==> config.mk <==
export PLATFORM = sky130hd
export DESIGN_NAME = tdw_top
export DESIGN_NICKNAME = d
export VERILOG_FILES = /design/src/tdw_pkg.sv /design/src/tdw_tx_enc.sv /design/src/tdw_top.sv
export SDC_FILE = /design/constraint.sdc
export NUM_CORES = 2
export LEC_CHECK = 0
export ABC_CLOCK_PERIOD_IN_PS = 5900
export BUFFER_PORTS_ARGS = -buffer_cell sky130_fd_sc_hd__buf_2
export CAP_MARGIN = 15
export CORE_UTILIZATION = 65
export CTS_CLUSTER_SIZE = 20
export DETAILED_ROUTE_END_ITERATION = 8
export GPL_TIMING_DRIVEN = 0
export HOLD_SLACK_MARGIN = 0.05
export PLACE_DENSITY = 0.83
export SLEW_MARGIN = 20
export SYNTH_ARGS = -nofsm -noshare
export SYNTH_HDL_FRONTEND = slang
export SYNTH_SLANG_ARGS = --single-unit
==> constraint.sdc <==
create_clock -name clk_i -period 5.9 [get_ports clk_i]
set_input_delay 0.885 -clock clk_i [delete_from_list [all_inputs] [get_ports clk_i]]
set_output_delay 0.885 -clock clk_i [all_outputs]
set_load 0.02 [all_outputs]
==> src/tdw_pkg.sv <==
// Purpose: Shared constants for the telemetry decoder with learn and watchdog
// Assumes: 125 MHz system clock, 32-bit classic Wishbone register bus
// Notes: Times are kept in printed units; cycle counts derive from them
package tdw_pkg;
   localparam longint unsigned CLK_HZ = 64'd125_000_000;

   // Printed times
   localparam longint unsigned FILT_MS = 64'd5;
   localparam longint unsigned PERIOD_S = 64'd5;
   localparam longint unsigned WDOG_S = 64'd20;
   localparam longint unsigned HOLD_S = 64'd10;
   // Chosen indicator timings
   localparam longint unsigned BLINK_MS = 64'd250;
   localparam longint unsigned LEARN_FLASH_MS = 64'd2000;

   // Cycle counts; the filter time rounds up, the indicator timings round down
   localparam longint unsigned FILT_CYC = (FILT_MS * CLK_HZ + 999) / 1000;
   localparam longint unsigned PERIOD_CYC = PERIOD_S * CLK_HZ;
   localparam longint unsigned WDOG_CYC = WDOG_S * CLK_HZ;
   localparam longint unsigned HOLD_CYC = HOLD_S * CLK_HZ;
   localparam longint unsigned BLINK_CYC = BLINK_MS * CLK_HZ / 1000;
   localparam longint unsigned LEARN_FLASH_CYC = LEARN_FLASH_MS * CLK_HZ / 1000;

   localparam int N_IN = 8;
   localparam int N_OUT = 16;
   localparam int ID_W = 16;
   localparam int N_TX = 48;
   localparam int SLOT_W = 6;
   localparam int WDOG_CH = 15;
   localparam int HIGH_BANK_BASE = 8;
   localparam int HIGH_BANK_N = 7;
   localparam logic [3:0] CFG_FLASH_EDGES = 4'ha;
   localparam logic [1:0] BOOT_CYCLES = 2'h3;

   // Register byte offsets
   localparam logic [7:0] REG_CTRL = 8'h00;
   localparam logic [7:0] REG_STATUS = 8'h04;
   localparam logic [7:0] REG_IRQ_STAT = 8'h08;
   localparam logic [7:0] REG_IRQ_MASK = 8'h0c;
   localparam logic [7:0] REG_TX_LAST = 8'h10;

   // Control fields
   localparam int CTRL_RX_EN = 0;
   localparam int CTRL_LEARN = 1;
   localparam logic [1:0] CTRL_RESET = 2'h1;

   // Status fields
   localparam int ST_CONFIGURED = 16;
   localparam int ST_LEARN_MODE = 17;
   localparam int ST_LEARN_READY = 18;
   localparam int ST_COUNT_LSB = 24;

   // Interrupt bits
   localparam int IRQ_W = 5;
   localparam int IRQ_PKT = 0;
   localparam int IRQ_LEARNED = 1;
   localparam int IRQ_ERASED = 2;
   localparam int IRQ_WDOG_LOST = 3;
   localparam int IRQ_TX_SENT = 4;

   localparam logic [15:0] LED_ALT = 16'h5555;

   typedef enum logic [2:0] {
      RX_BOOT, RX_UNCFG, RX_CFG_FLASH, RX_RUN,
      RX_LEARN_FLASH, RX_LEARN_READY, RX_HOLD, RX_HOLD_DONE
   } tdw_rx_st_t;
endpackage

==> src/tdw_tx_enc.sv <==
// Purpose: Transmitter encoder: filters contacts and issues input packets
// Assumes: Contact and link pins are asynchronous and synchronised here
// Notes: Periodic sends restart their interval after every send
`timescale 1ns/1ps
`default_nettype none
module tdw_tx_enc
   import tdw_pkg::*;
#(
   parameter logic [31:0] FILT_CYCLES = 32'(FILT_CYC),
   parameter logic [31:0] PERIOD_CYCLES = 32'(PERIOD_CYC)
) (
   input wire logic clk_i,
   input wire logic rst_i,
   input wire logic [N_IN-1:0] contact_i,
   input wire logic [N_IN-1:0] input_enable_i,
   input wire logic bank_select_i,
   input wire logic periodic_send_header_i,
   output logic tx_valid_o,
   output logic [N_IN-1:0] tx_data_o,
   output logic [N_IN-1:0] tx_mask_o,
   output logic tx_bank_o,
   output logic tx_periodic_o
);
   logic [N_IN+2:0] meta_q, sync_q;
   logic [N_IN-1:0] filt_q;
   logic [N_IN-1:0] change;
   logic [31:0] period_cnt_q;
   logic period_due;
   logic [N_IN-1:0] en_meta_q, en_sync_q;

   always_ff @(posedge clk_i) begin
      if (rst_i) begin
         meta_q <= '0;
         sync_q <= '0;
         en_meta_q <= '0;
         en_sync_q <= '0;
      end else begin
         meta_q <= {periodic_send_header_i, bank_select_i, 1'b0, contact_i};
         sync_q <= meta_q;
         // Enable links are pins too; read only after two flops
         en_meta_q <= input_enable_i;
         en_sync_q <= en_meta_q;
      end
   end

   // Per-input glitch filter
   genvar g;
   generate
      for (g = 0; g < N_IN; g++) begin : g_filt
         logic [31:0] cnt_q;
         always_ff @(posedge clk_i) begin
            if (rst_i) begin
               cnt_q <= '0;
               filt_q[g] <= 1'b0;
            end else if (sync_q[g] == filt_q[g]) begin
               cnt_q <= '0;
            end else if (cnt_q >= FILT_CYCLES - 32'h1) begin
               cnt_q <= '0;
               filt_q[g] <= sync_q[g];
            end else begin
               cnt_q <= cnt_q + 32'h1;
            end
         end
         assign change[g] = (sync_q[g] != filt_q[g]) && en_sync_q[g]
                            && (cnt_q >= FILT_CYCLES - 32'h1);
      end
   endgenerate

   assign period_due = sync_q[N_IN+2] && (period_cnt_q >= PERIOD_CYCLES - 32'h1);

   always_ff @(posedge clk_i) begin
      // Restart on the send itself, else the due flag stays high on every later cycle
      if (rst_i || !sync_q[N_IN+2] || period_due || (|change)) begin
         period_cnt_q <= '0;
      end else begin
         period_cnt_q <= period_cnt_q + 32'h1;
      end
   end

   always_ff @(posedge clk_i) begin
      if (rst_i) begin
         tx_valid_o <= 1'b0;
         tx_data_o <= '0;
         tx_mask_o <= '0;
         tx_bank_o <= 1'b0;
         tx_periodic_o <= 1'b0;
      end else begin
         tx_valid_o <= (|change) || period_due;
         tx_data_o <= (filt_q ^ change) & en_sync_q;
         tx_mask_o <= en_sync_q;
         tx_bank_o <= sync_q[N_IN+1];
         tx_periodic_o <= sync_q[N_IN+2];
      end
   end
endmodule
`default_nettype wire

==> src/tdw_top.sv <==
// Purpose: Telemetry receiver decoder with learning, indicators, watchdog
// Assumes: Radio packets arrive already decoded on clk_i, one-cycle strobe
// Notes: Learned identities live in volatile storage; cleared by reset
`timescale 1ns/1ps
`default_nettype none
module tdw_top
   import tdw_pkg::*;
#(
   parameter logic [31:0] FILT_CYCLES = 32'(FILT_CYC),
   parameter logic [31:0] PERIOD_CYCLES = 32'(PERIOD_CYC),
   parameter logic [31:0] WDOG_CYCLES = 32'(WDOG_CYC),
   parameter logic [31:0] HOLD_CYCLES = 32'(HOLD_CYC),
   parameter logic [31:0] BLINK_CYCLES = 32'(BLINK_CYC),
   parameter logic [31:0] LEARN_FLASH_CYCLES = 32'(LEARN_FLASH_CYC)
) (
   input wire logic clk_i,
   input wire logic rst_i,
   // Wishbone slave
   input wire logic wb_cyc_i,
   input wire logic wb_stb_i,
   input wire logic wb_we_i,
   input wire logic [7:0] wb_adr_i,
   input wire logic [3:0] wb_sel_i,
   input wire logic [31:0] wb_dat_i,
   output logic [31:0] wb_dat_o,
   output logic wb_ack_o,
   output logic irq_o,
   // Local transmitter
   input wire logic [N_IN-1:0] contact_i,
   input wire logic [N_IN-1:0] input_enable_i,
   input wire logic bank_select_i,
   input wire logic periodic_send_header_i,
   output logic tx_valid_o,
   output logic [N_IN-1:0] tx_data_o,
   output logic [N_IN-1:0] tx_mask_o,
   output logic tx_bank_o,
   output logic tx_periodic_o,
   // Decoded radio packets
   input wire logic rx_valid_i,
   input wire logic rx_compat_i,
   input wire logic [ID_W-1:0] rx_id_i,
   input wire logic [N_IN-1:0] rx_data_i,
   input wire logic [N_IN-1:0] rx_mask_i,
   input wire logic rx_bank_i,
   input wire logic rx_periodic_i,
   // Front panel
   input wire logic learn_button_i,
   input wire logic cfg_stored_i,
   input wire logic [N_OUT-1:0] general_option_links_i,
   output logic cfg_stored_o,
   output logic [N_OUT-1:0] out_o,
   output logic [N_OUT-1:0] out_led_o,
   output logic config_indicator_o,
   output logic learn_indicator_o
);
   tdw_rx_st_t st_q;
   logic [1:0] ctrl_q;
   logic [IRQ_W-1:0] irq_stat_q, irq_mask_q, irq_set;
   logic [N_OUT-1:0] out_q;
   logic [ID_W-1:0] id_mem_q [N_TX];
   logic [N_TX-1:0] id_vld_q;
   logic [SLOT_W:0] count_q;
   logic [31:0] tmr_q, blink_cnt_q, wdog_cnt_q;
   logic blink_q, blink_edge;
   logic [3:0] flash_q;
   logic [1:0] boot_q;
   logic [1:0] btn_meta_q, btn_sync_q;
   logic btn, btn_prev_q;
   logic pkt_ok, known, learn_sw, erase;
   logic wb_hit, wb_wr;
   logic [31:0] rd_d;

   // Option links deliberately unread in this mode
   tdw_tx_enc #(
      .FILT_CYCLES(FILT_CYCLES),
      .PERIOD_CYCLES(PERIOD_CYCLES)
   ) u_tx (
      .clk_i(clk_i),
      .rst_i(rst_i),
      .contact_i(contact_i),
      .input_enable_i(input_enable_i),
      .bank_select_i(bank_select_i),
      .periodic_send_header_i(periodic_send_header_i),
      .tx_valid_o(tx_valid_o),
      .tx_data_o(tx_data_o),
      .tx_mask_o(tx_mask_o),
      .tx_bank_o(tx_bank_o),
      .tx_periodic_o(tx_periodic_o)
   );

   function automatic logic id_match(input logic [ID_W-1:0] id,
                                     input logic [N_TX-1:0] vld,
                                     input logic [ID_W-1:0] mem [N_TX]);
      logic hit;
      hit = 1'b0;
      for (int i = 0; i < N_TX; i++) begin
         if (vld[i] && mem[i] == id) begin
            hit = 1'b1;
         end
      end
      return hit;
   endfunction

   // Panel inputs are asynchronous
   always_ff @(posedge clk_i) begin
      if (rst_i) begin
         btn_meta_q <= '0;
         btn_sync_q <= '0;
         btn_prev_q <= 1'b0;
      end else begin
         btn_meta_q <= {cfg_stored_i, learn_button_i};
         btn_sync_q <= btn_meta_q;
         btn_prev_q <= btn_sync_q[0];
      end
   end
   assign btn = btn_sync_q[0];

   assign pkt_ok = rx_valid_i && rx_compat_i && ctrl_q[CTRL_RX_EN];
   assign known = id_match(rx_id_i, id_vld_q, id_mem_q);
   assign learn_sw = wb_wr && wb_adr_i == REG_CTRL && wb_sel_i[0]
                     && wb_dat_i[CTRL_LEARN];
   assign erase = st_q == RX_HOLD_DONE && !btn;

   // Free-running indicator blink
   assign blink_edge = blink_cnt_q >= BLINK_CYCLES - 32'h1;
   always_ff @(posedge clk_i) begin
      if (rst_i || blink_edge) begin
         blink_cnt_q <= '0;
      end else begin
         blink_cnt_q <= blink_cnt_q + 32'h1;
      end
   end
   always_ff @(posedge clk_i) begin
      if (rst_i) begin
         blink_q <= 1'b0;
      end else if (blink_edge) begin
         blink_q <= ~blink_q;
      end
   end

   // Receiver state
   always_ff @(posedge clk_i) begin
      if (rst_i) begin
         st_q <= RX_BOOT;
         tmr_q <= '0;
         flash_q <= '0;
         boot_q <= '0;
      end else begin
         tmr_q <= tmr_q + 32'h1;
         if (blink_edge) begin
            flash_q <= flash_q + 4'h1;
         end
         unique case (st_q)
            RX_BOOT: begin
               boot_q <= boot_q + 2'h1;
               flash_q <= '0;
               if (boot_q == BOOT_CYCLES) begin
                  st_q <= btn_sync_q[1] ? RX_CFG_FLASH : RX_UNCFG;
               end
            end
            RX_UNCFG: begin
               flash_q <= '0;
               if (btn && !btn_prev_q) begin
                  st_q <= RX_HOLD;
                  tmr_q <= '0;
               end else if (pkt_ok) begin
                  st_q <= RX_CFG_FLASH;
               end
            end
            RX_CFG_FLASH: begin
               // Leave on the last dark edge, so no sixth pulse
               if (blink_edge && flash_q == CFG_FLASH_EDGES - 4'h1) begin
                  st_q <= RX_RUN;
               end
            end
            RX_RUN: begin
               if (btn && !btn_prev_q) begin
                  st_q <= RX_HOLD;
                  tmr_q <= '0;
               end else if (learn_sw) begin
                  st_q <= RX_LEARN_FLASH;
                  tmr_q <= '0;
               end
            end
            RX_LEARN_FLASH: begin
               if (tmr_q >= LEARN_FLASH_CYCLES - 32'h1) begin
                  st_q <= RX_LEARN_READY;
               end
            end
            RX_LEARN_READY: begin
               if (pkt_ok) begin
                  st_q <= RX_RUN;
               end
            end
            RX_HOLD: begin
               if (!btn) begin
                  st_q <= cfg_stored_o ? RX_LEARN_FLASH : RX_UNCFG;
                  tmr_q <= '0;
               end else if (tmr_q >= HOLD_CYCLES - 32'h1) begin
                  st_q <= RX_HOLD_DONE;
               end
            end
            RX_HOLD_DONE: begin
               if (!btn) begin
                  st_q <= RX_UNCFG;
               end
            end
         endcase
      end
   end

   // Configured flag, mirrored out for retention
   always_ff @(posedge clk_i) begin
      if (rst_i) begin
         cfg_stored_o <= 1'b0;
      end else if (erase) begin
         cfg_stored_o <= 1'b0;
      end else if ((st_q == RX_UNCFG && pkt_ok && !(btn && !btn_prev_q))
                   || (st_q == RX_BOOT && boot_q == BOOT_CYCLES
                       && btn_sync_q[1])) begin
         cfg_stored_o <= 1'b1;
      end
   end

   // Transmitter memory
   always_ff @(posedge clk_i) begin
      if (rst_i || erase) begin
         id_vld_q <= '0;
         count_q <= '0;
      end else if (st_q == RX_LEARN_READY && pkt_ok && !known
                   && count_q < (SLOT_W+1)'(N_TX)) begin
         id_vld_q[count_q[SLOT_W-1:0]] <= 1'b1;
         id_mem_q[count_q[SLOT_W-1:0]] <= rx_id_i;
         count_q <= count_q + (SLOT_W+1)'(1);
      end
   end

   // Output channels
   always_ff @(posedge clk_i) begin
      if (rst_i || erase) begin
         out_q <= '0;
         wdog_cnt_q <= '0;
      end else begin
         if (wdog_cnt_q != '0) begin
            wdog_cnt_q <= wdog_cnt_q - 32'h1;
         end else begin
            out_q[WDOG_CH] <= 1'b0;
         end
         if (pkt_ok && known && st_q != RX_UNCFG) begin
            for (int i = 0; i < N_IN; i++) begin
               if (rx_mask_i[i] && !rx_bank_i) begin
                  out_q[i] <= rx_data_i[i];
               end
               if (rx_mask_i[i] && rx_bank_i && i < HIGH_BANK_N) begin
                  out_q[HIGH_BANK_BASE + i] <= rx_data_i[i];
               end
            end
            if (rx_periodic_i) begin
               out_q[WDOG_CH] <= 1'b1;
               wdog_cnt_q <= WDOG_CYCLES;
            end
         end
      end
   end

   // Pins and indicators
   always_ff @(posedge clk_i) begin
      if (rst_i) begin
         out_o <= '0;
         out_led_o <= '0;
         config_indicator_o <= 1'b0;
         learn_indicator_o <= 1'b0;
      end else begin
         out_o <= out_q;
         out_led_o <= st_q == RX_UNCFG ?
                      (blink_q ? LED_ALT : ~LED_ALT) : out_q;
         config_indicator_o <= st_q == RX_CFG_FLASH && !flash_q[0];
         learn_indicator_o <= (st_q == RX_LEARN_FLASH && blink_q)
                              || st_q == RX_LEARN_READY || st_q == RX_HOLD;
      end
   end

   // Wishbone slave, one wait state
   assign wb_hit = wb_cyc_i && wb_stb_i && !wb_ack_o;
   assign wb_wr = wb_hit && wb_we_i;

   always_comb begin
      rd_d = '0;
      unique case (wb_adr_i)
         REG_CTRL: rd_d[1:0] = {1'b0, ctrl_q[CTRL_RX_EN]};
         REG_STATUS: begin
            rd_d[N_OUT-1:0] = out_q;
            rd_d[ST_CONFIGURED] = cfg_stored_o;
            rd_d[ST_LEARN_MODE] = st_q == RX_LEARN_FLASH
                                  || st_q == RX_LEARN_READY;
            rd_d[ST_LEARN_READY] = st_q == RX_LEARN_READY;
            rd_d[ST_COUNT_LSB +: SLOT_W+1] = count_q;
         end
         REG_IRQ_STAT: rd_d[IRQ_W-1:0] = irq_stat_q;
         REG_IRQ_MASK: rd_d[IRQ_W-1:0] = irq_mask_q;
         REG_TX_LAST: rd_d[2*N_IN-1:0] = {tx_mask_o, tx_data_o};
         default: rd_d = '0;
      endcase
   end

   always_ff @(posedge clk_i) begin
      if (rst_i) begin
         wb_ack_o <= 1'b0;
         wb_dat_o <= '0;
      end else begin
         wb_ack_o <= wb_hit;
         wb_dat_o <= wb_hit ? rd_d : '0;
      end
   end

   always_ff @(posedge clk_i) begin
      if (rst_i) begin
         ctrl_q <= CTRL_RESET;
         irq_mask_q <= '0;
      end else if (wb_wr && wb_sel_i[0]) begin
         if (wb_adr_i == REG_CTRL) begin
            ctrl_q <= {1'b0, wb_dat_i[CTRL_RX_EN]};
         end
         if (wb_adr_i == REG_IRQ_MASK) begin
            irq_mask_q <= wb_dat_i[IRQ_W-1:0];
         end
      end
   end

   // Sticky events; a set beats a same-cycle clear
   always_comb begin
      irq_set = '0;
      irq_set[IRQ_PKT] = pkt_ok && known && st_q != RX_UNCFG;
      irq_set[IRQ_LEARNED] = st_q == RX_LEARN_READY && pkt_ok && !known;
      irq_set[IRQ_ERASED] = erase;
      irq_set[IRQ_WDOG_LOST] = out_q[WDOG_CH] && wdog_cnt_q == '0;
      irq_set[IRQ_TX_SENT] = tx_valid_o;
   end

   always_ff @(posedge clk_i) begin
      if (rst_i) begin
         irq_stat_q <= '0;
         irq_o <= 1'b0;
      end else begin
         if (wb_wr && wb_sel_i[0] && wb_adr_i == REG_IRQ_STAT) begin
            irq_stat_q <= (irq_stat_q & ~wb_dat_i[IRQ_W-1:0]) | irq_set;
         end else begin
            irq_stat_q <= irq_stat_q | irq_set;
         end
         irq_o <= |(irq_stat_q & irq_mask_q);
      end
   end
endmodule
`default_nettype wire

**Yosys cells after proc, flatten, opt, wreduce, memory -nomap -nowiden**

Index checks and enable logic that the tools add are counted.

- $add $sub $neg: 15
- Order comparisons: 17
- Equal/unequal tests: 86
- Mux-type cells: 99
- Bitwise operators: 21
- Reduce and logical (&&, ||, !) cells: 170

Operator list:

| operator | number |
|---|---|
| $bwmux W768 | 1 |
| $eq A16 B16 Y1 | 48 |
| $add A32 B1 Y32 const B | 11 |
| $ge A32 B20 Y1 const B | 8 |
| $mux W32 | 7 |
| $logic_and A1 B1 Y1 | 107 |
| $demux W16 S6 | 1 |
| $pmux W32 S3 | 1 |
| $mux W1 | 66 |
| $mux W16 | 4 |
| $reduce_and A2 Y1 | 26 |
| $or A48 B48 Y48 | 1 |
| $mux W3 | 12 |
| $ge A32 B25 Y1 const B | 1 |
| $ge A32 B28 Y1 const B | 1 |
| $ge A32 B30 Y1 const B | 1 |
| $ge A32 B31 Y1 const B | 1 |
| $logic_not A32 Y1 | 1 |
| $reduce_bool A32 Y1 | 1 |
| $sub A32 B1 Y32 const B | 1 |
| $reduce_or A3 Y1 | 10 |
| $pmux W3 S8 | 1 |
| $pmux W11 S2 | 1 |
| $eq A8 B4 Y1 const B | 2 |
| 40 further kinds | 94 |

- Bits in registers: 1383
- Input port bits: 121
- Output and inout port bits: 88
- Logic and storage cells: 524

**Depth between registers and ports, before layout**

- Depth in word-level cells: 54
- Gate-level depth with buffers: 16
- Depth with buffers taken out: 10

**Modules after synthesis**

Synthesis repeated with hierarchy kept, for this count alone.

- Cells, all modules: 4503
- Area, all modules: 56133.8 µm²

By module, submodules not included:

| module | times used | cells an instance | area an instance (µm²) | seq. area each (µm²) |
|---|---|---|---|---|
| tdw_top | 1 | 3217 | 43508.0 | 28187.0 |
| tdw_tx_enc | 1 | 1286 | 12625.9 | 7026.7 |

**Worst setup path after synthesis**

OpenSTA, ideal clock, no wires.

- Kind: input to register
- Start point: in rx_id_i[7]
- End point: reg id_mem_q[128] (netlist name), enable pin
- Data arrival time: 3.732 ns
- Data required time: 5.512 ns
- Slack: 1.779 ns
- Stages on the path: 15
- Path buffers: 6
- Path through: buf_4 buf_6 buf_6 buf_6 xor2_1 nor4_1 nand3b_1 o22ai_1 nor4_1 and4_1 buf_4 nand2_4 or3_1 clkbuf_1 nor2_1

- Cells in the longest elaborated chain, start to end: 54

Ends and longest elaborated chain:

| what | RTL line | RTL |
|---|---|---|
| start, declared | tdw_top.sv:41 | `input wire logic [ID_W-1:0] rx_id_i,` |
| $eq A16 B16 Y1 | tdw_top.sv:97 | `if (vld[i] && mem[i] == id) begin` |
| $logic_and A1 B1 Y1 | tdw_top.sv:97 |  |
| $mux W1 (47 in series) | tdw_top.sv:97 |  |
| $mux W1 (*) | tdw_top.sv:97 |  |
| $logic_not A1 Y1 (*) | tdw_top.sv:230 | `end else if (st_q == RX_LEARN_READY && pkt_ok && !known` |
| $logic_and A1 B1 Y1 (*) | tdw_top.sv:230 |  |
| $logic_and A1 B1 Y1 (*) | tdw_top.sv:231 | `&& count_q < (SLOT_W+1)'(N_TX)) begin` |
| $reduce_and A2 Y1 (no line) (*) | n/a |  |
| end signal, assigned by index | tdw_top.sv:233 | `id_mem_q[count_q[SLOT_W-1:0]] <= rx_id_i;` |
| end, declared | tdw_top.sv:60 | `logic [ID_W-1:0] id_mem_q [N_TX];` |

Every way passes the cells marked *; elsewhere a longest branch is shown, timed or not.
A chain may end at the register's enable or synchronous reset.

**Worst setup path after layout**

- Start point: in rx_id_i[15]
- End point: reg id_mem_q[229] (netlist name), enable pin

Same word-level chain as after synthesis.

==> results.tsv <==
metric	value	unit
DRC viols	0	
actual slew at the worst max-slew pin	1.29	ns
failing checks	setup timing	
dominant synthesized flop cell	edfxtp_1	
CP Launch Type	input port	
CP top delay family	simple AND/OR/NAND/NOR gates	
most common cell after layout, fill and taps aside	edfxtp_1	
die width	300	um
final design utilization	74.6	%
grt total ovfl	0	
layout cell share with drive strength beyond 1	11.3	%
YS warnings	0	
Buffers on Ports	155	
RSZ-0062 raised after global routing	no	
worst path bufs/invs	6	
Mapped Cells	4746	
status	finished with violations	
crit end category	register	
top area cells in the synthesized netlist	edfxtp_1 (40%), dfxtp_1 (21%), xnor2_1 (11%)	
initial antenna violation count	3	
Pre-Repair DR Iteration Count	6	
Critical Path RT	6.28	ns
Worst-path clk slew	0.06	ns
Synth async-reset ratio	0	%
crit path cell chain	buf_4 -> buf_12 -> buf_2 -> buf_4 -> buf_2 -> xnor2_1 -> nand3_1 -> nor3_1 -> a22oi_1 -> nand4_1 -> nor3_2 -> nand2_4 -> or3_1 -> clkbuf_1 -> nor2_2	
via count	40900	
Clock Skew	0.0370	ns
Synth top area share	40.1	%
post-cts hold buffer count	0	
Die Ht	300	um
pre-CTS setup slack	-0.736	ns
Critical-path top delay cell	nor2_2	
maximum clock path buffer count	3	
Die ar.	89800	um2
leading area contributor after synthesis	edfxtp_1	
Initial Util	65.9	%
I/O Pins	209	
Tightest Hold Check Type	input port to register	
Final #Nets	5305	
TritonCTS buffer count	138	
GRT Total Usage	37.1	%
VDD IR-drop max	311	uV
PD cells	317	nW/um2
Finish-stage setup viols	128	
register area share after synthesis	61.2	%
TritonCTS clock tree	yes	
Final Cycle Share	102	%
Max Fclk	166	MHz
Relative slew margins	13.7	%
Synth cell types	84	
final hold vios	0	
Synth Register Bits	1375	
Routed Antenna Nets	0	
drt total wl	169000	um
critical setup path kind	input port to register	
Skew-Pair Late Insertion Delay	0.78	ns
Syn Std Cell Area	57600	um2
R2R Setup Slk	1.26	ns
Layout area overhead	13.2	%
post-CTS resize count	0	
clock root cell	clkbuf_16	
Setup Fix Bufs, Post-CTS	0	
Crit path arrival time	6.42	ns
row cnt	108	
EDFF count, synth	768	
largest net degree at the start of global routing	50	
Via density	6.36	
vias in the first global route	39000	
First DRT Iteration DRCs	5948	
Max-Cap Viols	0	
max incr delay on CP	0.87	ns
peak fanout along the critical path	31	
syn_area_per_cell	12.1	um2
most frequent cells in the layout	edfxtp_1 (768), xnor2_1 (721), dfxtp_1 (607), nor2_1 (402), xor2_1 (311)	
Clock Sinks	1375	
CORE AREA	87300	um2
first-pass GRT wire length	243000	um
fin worst setup slack	-0.138	ns
post-detail-place hpwl	105000	um
P_leak	0.0215	uW
Final min period	6.04	ns
Max Slew Vio Count	0	
wire length per cell	26.2	um
gpl congestion	0.982	
H-tree levels	4	
[worst paths after layout]
check                         startpoint                 to  depth (start not counted)
setup / recovery             rx_id_i[15]      id_mem_q[229]                         15
hold / removal    periodic_send_header_i    u_tx.meta_q[10]                          2
setup reg to reg           id_mem_q[598]      id_mem_q[229]                         11
hold reg to reg        u_tx.en_meta_q[1]  u_tx.en_sync_q[1]                          1
[state kept, by name, summed over array words and instances (netlist names), 26 cells and up]
register / flops
id_mem_q: 768
u_tx.g_filt.cnt_q: 256
id_vld_q: 48
blink_cnt_q: 32
tmr_q: 32
u_tx.period_cnt_q: 32
wdog_cnt_q: 32
wb_dat_o: 26
[worst register-to-register path: cells and delay by family (launching register included)]
kind,cells,cell delay (ns)
compound gates,1,0.17
xor+xnor,1,0.19
flops,1,0.40
buf+inv,2,0.76
simple gates,7,2.75
[synth_stat cells (all sizes together) (11+ instances only)]
cell type and count:
inv 27, buf 117, nand3 204, or4bb 16
nor2 481, or4 39, nand2 235, and2 11
and3 68, clkbuf 75, edfxtp 768, o21a 59
nand3b 21, nor2b 85, dfxtp 607, or3 86
a211o 19, nor3 113, o22ai 31, xor2 311
xnor2 721, nand4 246, nor4 82, mux2i 27
a21oi 54, a22oi 24, nand2b 49, ha 17
nor4bb 17, o21ai 21
[per-stage QoR]
step,setup TNS (ns),power (uW),area (um2),instances,hold WS [ns]
3_3_place_gp,-877.36,12100,60200,6166,0.417
4_1_cts,0,20600,65100,6425,0.326
2_1_floorplan,0,11600,58000,4856,0.414
3_5_place_dp,-211.46,12200,60700,6181,0.430
6_report,-12.26,20700,65100,6437,0.335
5_1_grt,0,21200,65100,6428,0.347
[kinds of logic (layout without fill, tap and decap cells)]
logic type,count (synthesis),count (layout),share of synthesized area (%)
multiplexers,27,27,0.470
flip-flops,1375,1375,61.2
other,1,122,0.00651
AO/OA/AOI/OAI,297,297,3.73
buffers and inverters,220,635,2.30
adder cells (fa/ha/maj),17,17,0.370
XOR/XNOR,1032,1032,15.7
AND/OR/NAND/NOR,1777,1777,16.2
[cell type report]
cell class | count | area, um2
Antenna cell | 11 | 27.5
Buffer | 192 | 1220
Clock buffer | 200 | 4100
Clock inverter | 44 | 313
Fill cell | 5513 | 22200
Inverter | 28 | 105
Multi-Input combinational cell | 3261 | 21600
Sequential cell | 1375 | 35200
Tap cell | 1155 | 1450
Timing Repair Buffer | 171 | 1160
[layer usage]
metal	vias to the layer above	GRT usage (%)	routed length [um]
li1	17700	-	-
met1	19500	47.7	59200
met5	-	0	0
met3	737	11.4	24500
met4	0	21.3	11300
met2	3037	56.1	73500
[power by group]
part / total (uW) / internal (uW) / switching, uW
Combinational: 1730 / 591 / 1130
Clock: 8580 / 4910 / 3670
Sequential: 10400 / 10300 / 115
Total: 20700 / 15800 / 4920
Note: power is estimated with default switching activity, not from simulation.
